--- src/logic/sensor_irq_pkg.sv ---
package sensor_irq_pkg;

  // ----------------------------------------------------------------
  // Register offsets
  // ----------------------------------------------------------------
  localparam logic [7:0] ADDR_FLAGS_MAIN = 8'h00;
  localparam logic [7:0] ADDR_FLAGS_TEMP = 8'h01;
  localparam logic [7:0] ADDR_MASK_MAIN  = 8'h02;
  localparam logic [7:0] ADDR_MASK_TEMP  = 8'h03;
  localparam logic [7:0] ADDR_PUSH_INDEX = 8'h04;
  localparam logic [7:0] ADDR_LOST_COUNT = 8'h05;
  localparam logic [7:0] ADDR_POP_INDEX  = 8'h06;
  localparam logic [7:0] ADDR_READ_PORT  = 8'h07;
  localparam logic [7:0] ADDR_TEMP_WHOLE = 8'h1f;
  localparam logic [7:0] ADDR_TEMP_FRAC  = 8'h20;
  localparam logic [7:0] ADDR_TEMP_START = 8'h21;
  localparam logic [7:0] ADDR_PROX_LEVEL = 8'h30;
  localparam logic [7:0] ADDR_REVISION   = 8'hfe;
  localparam logic [7:0] ADDR_PART       = 8'hff;

  // ----------------------------------------------------------------
  // Flag and enable bit positions
  // ----------------------------------------------------------------
  localparam int BIT_ALMOST_FULL = 7;
  localparam int BIT_DATA_READY  = 6;
  localparam int BIT_AMBIENT     = 5;
  localparam int BIT_PROX        = 4;
  localparam int BIT_POWER       = 0;
  localparam int BIT_TEMP_READY  = 1;
  localparam logic [7:0] MAIN_ENABLE_USED = 8'hf0;
  localparam logic [7:0] TEMP_ENABLE_USED = 8'h02;

  // ----------------------------------------------------------------
  // FIFO geometry and counts
  // ----------------------------------------------------------------
  localparam int          PTR_W         = 5;
  localparam int          FIFO_DEPTH    = 32;
  localparam int          SAMPLE_W      = 24;
  localparam logic [4:0]  FREE_MAX      = 5'h1f;
  localparam logic [4:0]  LOST_MAX      = 5'h0f;
  localparam logic [1:0]  LAST_BYTE     = 2'h2;
  localparam logic [1:0]  BUF_FULL      = 2'h2;
  localparam logic [2:0]  MODE_PTR_A    = 3'h2;
  localparam logic [2:0]  MODE_PTR_B    = 3'h3;
  localparam logic [2:0]  MODE_PTR_C    = 3'h7;

  // ----------------------------------------------------------------
  // Whole state of the block
  // ----------------------------------------------------------------
  typedef struct packed {
    logic [7:0]  addr;
    logic [4:0]  push_idx;
    logic [4:0]  pop_idx;
    logic [4:0]  lost;
    logic [7:0]  flags_main;
    logic [7:0]  flags_temp;
    logic [7:0]  mask_main;
    logic [7:0]  mask_temp;
    logic [7:0]  prox_level;
    logic [7:0]  temp_whole;
    logic [3:0]  temp_frac;
    logic [1:0]  byte_idx;
    logic [23:0] sample;
    logic        power_seen;
    logic [7:0]  buf0;
    logic [7:0]  buf1;
    logic [1:0]  buf_cnt;
  } state_type;

  localparam state_type STATE_RESET = '0;

endpackage

--- src/logic/sensor_irq_and_fifo_pointers.sv ---
// Functional notes
// - Interrupt pin low while enabled flag set
// - Almost-full flag in particle mode when free slots hit threshold
// - Status-one read clears almost-full, ambient, proximity
// - Data-ready on particle-mode push; cleared by status/data read
// - Ambient-cancel overflow sets its flag
// - Proximity trip sets proximity flag
// - Power-ready flag set after supply/reset recovery
// - Temp-ready on conversion; cleared by status2/fraction
// - Status or source read clears whole register
// - Enables gate sources; power-ready never masked
// - Brownout reset clears all enables
// - Write pointer advances per pushed sample
// - Write-pointer writes only in modes 010/011/111
// - Full FIFO discards new samples
// - Lost counter counts discards, saturates at 0xF
// - Sample pop resets lost counter
// - Read pointer advances per popped sample
// - Host may rewrite read pointer to re-read
// - Circular 32-deep FIFO, pointers wrap
// - Data-port reads keep register address
// - Proximity entry/exit empties FIFO while proximity enable set
module sensor_irq_and_fifo_pointers
  import sensor_irq_pkg::*;
#(
  parameter logic [7:0] PART_CODE     = 8'h5a, // Arbitrary value
  parameter logic [7:0] REVISION_CODE = 8'h01  // Arbitrary value
) (
  input  wire logic        i_clk,
  input  wire logic        i_rst_b,
  input  wire logic        i_req_valid,
  output logic             o_req_ready,
  input  wire logic        i_req_setaddr,
  input  wire logic        i_req_write,
  input  wire logic [7:0]  i_req_data,
  output logic             o_rsp_valid,
  input  wire logic        i_rsp_ready,
  output logic [7:0]       o_rsp_data,
  input  wire logic        i_sample_push,
  input  wire logic [23:0] i_sample_data,
  input  wire logic        i_particle_mode,
  input  wire logic [2:0]  i_mode,
  input  wire logic [3:0]  i_almost_full_free,
  input  wire logic        i_ambient_cancel_overflow,
  input  wire logic        i_prox_trip,
  input  wire logic        i_prox_mode_change,
  input  wire logic        i_temp_done,
  input  wire logic [7:0]  i_temp_whole,
  input  wire logic [3:0]  i_temp_frac,
  input  wire logic        i_temp_busy,
  output logic             o_int_b,
  output logic             o_proximity_trip_enable,
  output logic [7:0]       o_prox_trip_level
);

  // ----------------------------------------------------------------
  // Helpers
  // ----------------------------------------------------------------
  // Pointer difference wraps modulo the depth
  function automatic logic [4:0] fifo_used(input logic [4:0] wr, input logic [4:0] rd);
    fifo_used = wr - rd;
  endfunction

  // Address pointer steps except on the data port and the last register
  function automatic logic [7:0] next_addr(input logic [7:0] a);
    if (a == ADDR_READ_PORT || a == ADDR_PART) begin
      next_addr = a;
    end else begin
      next_addr = a + 8'h01;
    end
  endfunction

  state_type           cur;
  state_type           nxt;
  logic [SAMPLE_W-1:0] mem [FIFO_DEPTH];
  logic [SAMPLE_W-1:0] head;
  logic [7:0]          rdata;
  logic [4:0]          free_slots;
  logic                full;
  logic                empty;
  logic                fire;
  logic                rd_fire;
  logic                wr_fire;
  logic                pop;
  logic                push_ok;
  logic                clr_main;
  logic                clr_temp;
  logic                deq;
  logic                ptr_mode_ok;

  // ----------------------------------------------------------------
  // Occupancy and handshakes
  // ----------------------------------------------------------------
  // One slot stays unused so equal pointers always mean empty
  assign free_slots  = FREE_MAX - fifo_used(cur.push_idx, cur.pop_idx);
  assign full        = (free_slots == 5'h00);
  assign empty       = (cur.push_idx == cur.pop_idx);
  assign push_ok     = i_sample_push && !full;
  assign o_req_ready = (cur.buf_cnt != BUF_FULL);
  assign fire        = i_req_valid && o_req_ready;
  assign rd_fire     = fire && !i_req_setaddr && !i_req_write;
  assign wr_fire     = fire && !i_req_setaddr && i_req_write;
  assign deq         = o_rsp_valid && i_rsp_ready;
  assign head        = mem[cur.pop_idx];
  assign ptr_mode_ok = (i_mode == MODE_PTR_A) || (i_mode == MODE_PTR_B) ||
                       (i_mode == MODE_PTR_C);

  // Sample store, no reset needed
  always_ff @(posedge i_clk) begin
    if (push_ok) begin
      mem[cur.push_idx] <= i_sample_data;
    end
  end

  // ----------------------------------------------------------------
  // Read decode
  // ----------------------------------------------------------------
  // Unmapped addresses read as zero
  always_comb begin
    rdata    = 8'h00;
    pop      = 1'b0;
    clr_main = 1'b0;
    clr_temp = 1'b0;
    if (rd_fire) begin
      if (cur.addr == ADDR_FLAGS_MAIN) begin
        rdata    = cur.flags_main;
        clr_main = 1'b1;
      end else if (cur.addr == ADDR_FLAGS_TEMP) begin
        rdata    = cur.flags_temp;
        clr_temp = 1'b1;
      end else if (cur.addr == ADDR_MASK_MAIN) begin
        rdata = cur.mask_main;
      end else if (cur.addr == ADDR_MASK_TEMP) begin
        rdata = cur.mask_temp;
      end else if (cur.addr == ADDR_PUSH_INDEX) begin
        rdata = {3'h0, cur.push_idx};
      end else if (cur.addr == ADDR_LOST_COUNT) begin
        rdata = {3'h0, cur.lost};
      end else if (cur.addr == ADDR_POP_INDEX) begin
        rdata = {3'h0, cur.pop_idx};
      end else if (cur.addr == ADDR_READ_PORT) begin
        clr_main = 1'b1;
        if (cur.byte_idx == 2'h0) begin
          rdata = head[23:16];
          pop   = !empty; // Empty FIFO is read but not popped
        end else if (cur.byte_idx == 2'h1) begin
          rdata = cur.sample[15:8];
        end else begin
          rdata = cur.sample[7:0];
        end
      end else if (cur.addr == ADDR_TEMP_WHOLE) begin
        rdata = cur.temp_whole;
      end else if (cur.addr == ADDR_TEMP_FRAC) begin
        rdata    = {4'h0, cur.temp_frac};
        clr_temp = 1'b1;
      end else if (cur.addr == ADDR_TEMP_START) begin
        rdata = {7'h00, i_temp_busy};
      end else if (cur.addr == ADDR_PROX_LEVEL) begin
        rdata = cur.prox_level;
      end else if (cur.addr == ADDR_REVISION) begin
        rdata = REVISION_CODE;
      end else if (cur.addr == ADDR_PART) begin
        rdata = PART_CODE;
      end
    end
  end

  // ----------------------------------------------------------------
  // Next state
  // ----------------------------------------------------------------
  always_comb begin
    nxt = cur;
    // Address pointer and byte position within a sample
    if (fire && i_req_setaddr) begin
      nxt.addr     = i_req_data;
      nxt.byte_idx = 2'h0;
    end else if (fire) begin
      nxt.addr = next_addr(cur.addr);
    end
    if (rd_fire && cur.addr == ADDR_READ_PORT) begin
      nxt.byte_idx = (cur.byte_idx == LAST_BYTE) ? 2'h0 : cur.byte_idx + 2'h1;
      if (cur.byte_idx == 2'h0) begin
        nxt.sample = head;
      end
    end

    // Host writes; unused enable bits are dropped
    if (wr_fire) begin
      if (cur.addr == ADDR_MASK_MAIN) begin
        nxt.mask_main = i_req_data & MAIN_ENABLE_USED;
      end else if (cur.addr == ADDR_MASK_TEMP) begin
        nxt.mask_temp = i_req_data & TEMP_ENABLE_USED;
      end else if (cur.addr == ADDR_PUSH_INDEX && ptr_mode_ok) begin
        nxt.push_idx = i_req_data[4:0];
      end else if (cur.addr == ADDR_LOST_COUNT) begin
        nxt.lost = i_req_data[4:0];
      end else if (cur.addr == ADDR_POP_INDEX) begin
        nxt.pop_idx = i_req_data[4:0];
      end else if (cur.addr == ADDR_PROX_LEVEL) begin
        nxt.prox_level = i_req_data;
      end
    end

    // Hardware pointer motion outranks a host write in the same cycle
    if (push_ok) begin
      nxt.push_idx = cur.push_idx + 5'h01;
    end else if (i_sample_push && cur.lost < LOST_MAX) begin
      nxt.lost = cur.lost + 5'h01;
    end
    if (pop) begin
      nxt.pop_idx = cur.pop_idx + 5'h01;
      nxt.lost    = 5'h00;
    end
    if (i_prox_mode_change && cur.mask_main[BIT_PROX]) begin
      nxt.pop_idx = nxt.push_idx;
    end

    // Flags: clear first so a same-cycle event still sets
    if (clr_main) begin
      nxt.flags_main = 8'h00;
    end
    if (clr_temp) begin
      nxt.flags_temp = 8'h00;
    end
    if (push_ok && i_particle_mode) begin
      nxt.flags_main[BIT_DATA_READY] = 1'b1;
      if ({1'b0, i_almost_full_free} == free_slots - 5'h01) begin
        nxt.flags_main[BIT_ALMOST_FULL] = 1'b1;
      end
    end
    if (i_ambient_cancel_overflow) begin
      nxt.flags_main[BIT_AMBIENT] = 1'b1;
    end
    if (i_prox_trip) begin
      nxt.flags_main[BIT_PROX] = 1'b1;
    end
    // Reset stands for supply recovery, so first live cycle raises it
    if (!cur.power_seen) begin
      nxt.power_seen             = 1'b1;
      nxt.flags_main[BIT_POWER] = 1'b1;
    end
    if (i_temp_done) begin
      nxt.flags_temp[BIT_TEMP_READY] = 1'b1;
      nxt.temp_whole                 = i_temp_whole;
      nxt.temp_frac                  = i_temp_frac;
    end

    // Two-entry answer buffer; full buffer stalls new requests
    if (deq) begin
      nxt.buf0    = cur.buf1;
      nxt.buf_cnt = cur.buf_cnt - 2'h1;
    end
    if (rd_fire) begin
      if (nxt.buf_cnt == 2'h0) begin
        nxt.buf0 = rdata;
      end else begin
        nxt.buf1 = rdata;
      end
      nxt.buf_cnt = nxt.buf_cnt + 2'h1;
    end
  end

  // Every state field, enables included, returns to zero on brownout
  always_ff @(posedge i_clk or negedge i_rst_b) begin
    if (!i_rst_b) begin
      cur <= STATE_RESET;
    end else begin
      cur <= nxt;
    end
  end

  // ----------------------------------------------------------------
  // Outputs
  // ----------------------------------------------------------------
  // Power flag bypasses the enables
  assign o_int_b = !(|(cur.flags_main & cur.mask_main) ||
                     cur.flags_main[BIT_POWER] ||
                     |(cur.flags_temp & cur.mask_temp));
  assign o_rsp_valid             = (cur.buf_cnt != 2'h0);
  assign o_rsp_data              = cur.buf0;
  assign o_proximity_trip_enable = cur.mask_main[BIT_PROX];
  assign o_prox_trip_level       = cur.prox_level;
endmodule

--- config.mk ---
export PLATFORM = sky130hd
export DESIGN_NAME = sensor_irq_and_fifo_pointers
export DESIGN_NICKNAME = d
export VERILOG_FILES = /design/src/logic/sensor_irq_pkg.sv /design/src/logic/sensor_irq_and_fifo_pointers.sv
export SDC_FILE = /design/constraint.sdc
export NUM_CORES = 1
export LEC_CHECK = 0
export BUFFER_PORTS_ARGS = -buffer_cell sky130_fd_sc_hd__buf_4
export CORE_MARGIN = 4
export CORE_UTILIZATION = 35
export CTS_CLUSTER_SIZE = 12
export DETAILED_ROUTE_END_ITERATION = 10
export GPL_ROUTABILITY_DRIVEN = 0
export GPL_TIMING_DRIVEN = 0
export PLACE_DENSITY = 0.57
export SYNTH_ARGS = -nofsm -noshare
export SYNTH_HDL_FRONTEND = slang
export SYNTH_SLANG_ARGS = --single-unit
export TNS_END_PERCENT = 20
--- constraint.sdc ---
create_clock -name i_clk -period 6.7 [get_ports i_clk]
set_clock_uncertainty 0.1 [all_clocks]
set_input_delay 1.005 -clock i_clk [delete_from_list [all_inputs] [get_ports i_clk]]
set_output_delay 1.005 -clock i_clk [all_outputs]
set_load 0.005 [all_outputs]
## Yosys cells after proc, flatten, opt, wreduce, memory -nomap -nowiden

Memories as Yosys holds them, arrays and structs flattened.
Index checks and enable logic that the tools add are counted.

- Magnitude comparators: 1
- Reduce and logical (&&, ||, !) cells: 44
- Bitwise operators: 8
- $add $sub $neg: 10
- Muxes and demuxes: 81
- Equality and inequality tests: 27

Operators with widths:

| kind | number |
|---|---|
| 8-bit 2-to-1 mux | 21 |
| 15-bit 2-to-1 mux | 3 |
| 5-bit 2-to-1 mux | 8 |
| 1-bit 2-to-1 mux | 37 |
| 8-bit by 3-bit == test with 1-bit output, second input constant | 4 |
| 26-bit 2-to-1 mux | 1 |
| 8-bit by 6-bit == test with 1-bit output, second input constant | 3 |
| 24-bit 2-to-1 mux | 1 |
| 10-bit 2-to-1 mux | 2 |
| 18-bit 2-to-1 mux | 1 |
| 8-bit by 2-bit == test with 1-bit output, second input constant | 2 |
| 8-bit == test, second input constant | 2 |
| 8-bit OR reduction | 2 |
| 5-bit by 1-bit adder with 5-bit output, second input constant | 3 |
| 7-bit 2-to-1 mux | 2 |
| 2-bit nonzero test | 7 |
| 1-bit logical AND | 12 |
| 3-bit by 2-bit inequality test with 1-bit output, second input constant | 4 |
| 2-bit 2-to-1 mux | 5 |
| 8-bit by 1-bit adder with 8-bit output, second input constant | 1 |
| 8-bit AND | 1 |
| 8-bit by 1-bit == test with 1-bit output, second input constant | 1 |
| 8-bit by 5-bit == test with 1-bit output, second input constant | 1 |
| 8-bit logical NOT | 1 |
| 25 further kinds | 46 |

- Output and inout port bits: 20
- Bits of input ports: 64
- Register bits after elaboration: 99
- RAM bits: 768
- Logic and storage cells: 193
- Memories kept: 1

Memory list:

| name | depth | bits a word | read ports | clocked after Yosys merged registers in | write ports | RTL line | source |
|---|---|---|---|---|---|---|---|
| mem | 32 | 24 | 1 | 0 | 1 | sensor_irq_and_fifo_pointers.sv:75 | `logic [SAMPLE_W-1:0] mem [FIFO_DEPTH];` |

## Longest topological paths before layout

- Word-level depth: 17
- Depth in mapped cells: 13
- Depth with buffers taken out: 12

## Worst setup path after synthesis

Ideal clock, no wire load.

- Path kind: register -> register
- Start point: register cur[103] (netlist bit)
- End point: memory mem[12][0], enable pin
- Path slack: 1.601 ns
- Arrival: 4.563 ns
- Buffers on the path: 3
- Period minus slack after synthesis: 5.099 ns
- Required time: 6.165 ns
- Setup time: 0.435 ns
- Stages on the path, launching flop included: 12
- Path through: dfrtp_1 -> clkbuf_1 -> clkbuf_1 -> inv_2 -> fa_1 -> nand2b_1 -> a21oi_1 -> mux2i_1 -> o31a_1 -> buf_1 -> nand2_1 -> nor3_1

- Cells in the longest elaborated chain, start to end: 7

Ends and longest elaborated chain:

| what | RTL line | source |
|---|---|---|
| start: declaration | sensor_irq_and_fifo_pointers.sv:73 | `state_type cur;` |
| start signal: assignment | sensor_irq_and_fifo_pointers.sv:268 | `cur <= nxt;` |
| 5-bit subtractor | sensor_irq_and_fifo_pointers.sv:61 | `fifo_used = wr - rd;` |
| 5-bit subtractor | sensor_irq_and_fifo_pointers.sv:95 | `assign free_slots = FREE_MAX - fifo_used(cur.push_idx, cur.pop_idx);` |
| 5-bit logical NOT | sensor_irq_and_fifo_pointers.sv:96 | `assign full = (free_slots == 5'h00);` |
| 1-bit logical NOT | sensor_irq_and_fifo_pointers.sv:98 | `assign push_ok = i_sample_push && !full;` |
| 1-bit logical AND | sensor_irq_and_fifo_pointers.sv:98 |  |
| 1-bit 2-to-1 mux | sensor_irq_and_fifo_pointers.sv:110 | `if (push_ok) begin` |
| 1-bit 2-to-1 mux (implied by the code) | sensor_irq_and_fifo_pointers.sv:111 | `mem[cur.push_idx] <= i_sample_data;` |
| end: declaration | sensor_irq_and_fifo_pointers.sv:75 |  |

Every way passes these cells.

## Worst setup path after layout

- Start point: register cur[103] (netlist bit)
- End point: memory mem[13][8], enable pin

The elaborated chain is that of the path after synthesis.

==> results.txt <==
Status - finished clean
Met2 WL - 45.9 mm
PwrDens - 400 nW/um^2
Syn-to-layout area delta - 17.0%
Top Layer Used - met5
Via count - 18900
DP Wirelength - 64.2 mm
Post-Syn Nets - 1947
Final hold vios - 0
Unique masters post-synth - 75
Setup violators final - 0
Logic pwr share - 32.1%
Post-synth EDFFs - 768
Post_cts resized - 0
CTS clk-pin slew, worst paths - 0.06 ns
Cts bufs inserted - 89
Core area - 98700 um^2
Root Driver - clkbuf_16
Hold/Removal Path Class - flop to flop
CP Capture Type - flop
Register area share after synthesis - 72.6%
Worst Path Arrival - 6.68 ns
Synth warn - 0
Die ar. - 105000 um^2
CTS tree - built
Per-cell routed wire length - 27.4 um
Critical Path Fanout Max - 11
Number of vias per cell - 5.53
Die X - 324 um
Gr usage total - 17.9%
DRC - 0
Cell-internal power - 11000 uW
Slew @ Worst Pin - 1.30 ns
Htree depth - 3
Mapped cell area - 34900 um^2
Switch Pwr - 5320 uW
RSZ-0062 raised after global routing - no
Final Util - 41.4%
Synth Flop Type - edfxtp_1
Req. time, crit path - 6.95 ns
Mapped Cells - 1863
Chip height - 324 um
Initial core utilization - 35.4%
Port bufs - 83
Mean Syn Cell Area - 18.7 um^2
P_leak - 0.0134 uW
Postcts setup bufs - 0
NumNets Final - 2161
Most common cell after layout, fill and taps aside - edfxtp_1
Hold_ws - 0.303 ns
Clock Power Share - 28.3%
Vias in the first global route - 19400
I/O pin total - 84
Nature of the critical path startpoint - flop
First-pass GRT wire length - 136 mm
Post-DRT Antenna Nets - 0
FP Rows - 115
Hold_buf cts - 0
Commonest cells after routing, fill and taps aside - edfxtp_1 (768), mux4_2 (202), nand2_1 (105)
Sequential power share - 39.6%
Wire length on met1 - 38.9 mm
Routed wire length - 93.9 mm
Crit path time final - 6.42 ns
Fmax - 156 MHz
Yosys reg bits - 859
DR iter-0 viols - 2040
Maxcap violations - 0
Met3 wire length - 5.99 mm
Overflow after GRT - 0
Worst skew pair latency - 0.65 ns
Final period util - 95.9%
IR Drop Worst-Case VDD - 0.217 mV
Async SR Flop Fraction - 10.6%
Layout cells sized above 1 - 26.3%
Kind of critical path - flop to flop
Relative max-transition margin - 12.4%
CTS Sinks - 859
Max clock buf depth - 3
Largest net degree at the start of global routing - 92
Antenna violations before repair - 3
Sw Ratio - 32.6%
DRT Pass-1 Iters - 5
Slew Limit Fails - 0
-- area by class of cell --
type	instances	area [um^2]
timing repair buffer	123	1410
inverter	25	93.8
antenna	2	5.00
multi-input combinational	864	9180
sequential	859	25300
clock buffer	121	2450
clock inverter	27	234
tap	1287	1610
buffer	115	537
fill	8686	57800
-- cell usage after synthesis, types with 8 or more instances --
master / count / area, um^2
nand4_1: 14 / 87.6
buf_4: 19 / 143
nand3_1: 49 / 245
nor3_1: 20 / 100
buf_2: 27 / 135
a21oi_1: 36 / 180
ha_1: 19 / 238
inv_1: 23 / 86.3
nor2b_1: 9 / 56.3
buf_1: 12 / 45.0
a22oi_1: 15 / 113
and3_1: 8 / 50.1
dfrtp_1: 91 / 2280
mux4_2: 202 / 4550
nor2_1: 68 / 255
clkbuf_1: 57 / 214
a31oi_1: 13 / 81.3
edfxtp_1: 768 / 23100
o21ai_0: 53 / 265
xnor2_1: 14 / 123
nand2_1: 105 / 394
mux2_2: 37 / 417
mux2i_1: 75 / 751
o22ai_1: 10 / 62.6
-- registers in the layout, indices dropped and copies added, names as in the netlist --
signal                   cells
cur                         74
o_rsp_data                   8
o_prox_trip_level            8
mem                        768
o_proximity_trip_enable      1
-- power by group through the flow --
stage / Clock, uW / Sequential [uW] / Combinational (uW)
after floorplan: 0 / 6500 / 3330
after global placement: 0 / 6570 / 5030
after detailed placement: 0 / 6570 / 5270
after CTS: 4710 / 6460 / 5290
after global routing: 4950 / 6500 / 5580
final: 4620 / 6470 / 5250
-- layer usage --
layer  global-route usage (%)  up-vias
met5                        0        -
met4                     5.74        2
met3                     2.94      193
met2                     29.8      745
met1                     24.2    10000
li1                         -     7983
-- path summary, 6_finish.rpt --
path,startpoint,cells past startpoint,end,slack (ns)
worst max-delay path,cur[103],13,mem[13][8],0.28
worst min-delay path,cur[18],1,cur[89],0.30
worst max register to register,cur[103],13,mem[13][8],0.28
worst min register to register,cur[18],1,cur[89],0.30
max in group asynchronous,i_rst_b,1,cur[21],5.18
min in group asynchronous,i_rst_b,1,o_prox_trip_level[2],0.52
-- worst max-delay path, cell delays in order (launching register included) --
cell      delay [ns]
dfrtp_1         0.43
clkbuf_1        0.41
clkbuf_1        0.81
inv_2           0.46
fa_1            0.57
nand2b_1        0.16
a21oi_1         0.25
mux2i_1         0.35
o31a_1          0.25
buf_1           0.39
nand2_1         0.64
nor3_2          0.83
buf_6           0.27
buf_6           0.19
-- stage by stage --
step	worst slack [ns]	area (um^2)	std cells	TNS, ns	total power, uW
5_1_grt	0.135	40900	3421	0	17000
6_report	0.275	40900	3423	0	16300
2_1_floorplan	1.60	34900	1863	0	9830
3_3_place_gp	-2.45	37200	3233	-555.97	11600
3_5_place_dp	0.436	38200	3273	0	11800
4_1_cts	0.459	40900	3421	0	16500
-- logic make-up after synthesis --
| family | after synthesis | synth area share, % |
|---|---|---|
| flip-flops | 859 | 72.6 |
| AND/OR/NAND/NOR | 315 | 4.28 |
| multiplexers | 314 | 16.4 |
| AO/OA/AOI/OAI | 196 | 3.78 |
| buffers and inverters | 140 | 1.81 |
| adder cells (fa/ha/maj) | 20 | 0.738 |
| XOR/XNOR | 18 | 0.451 |
| other | 1 | 0.0107 |
Note: power is estimated with default switching activity, not from simulation.
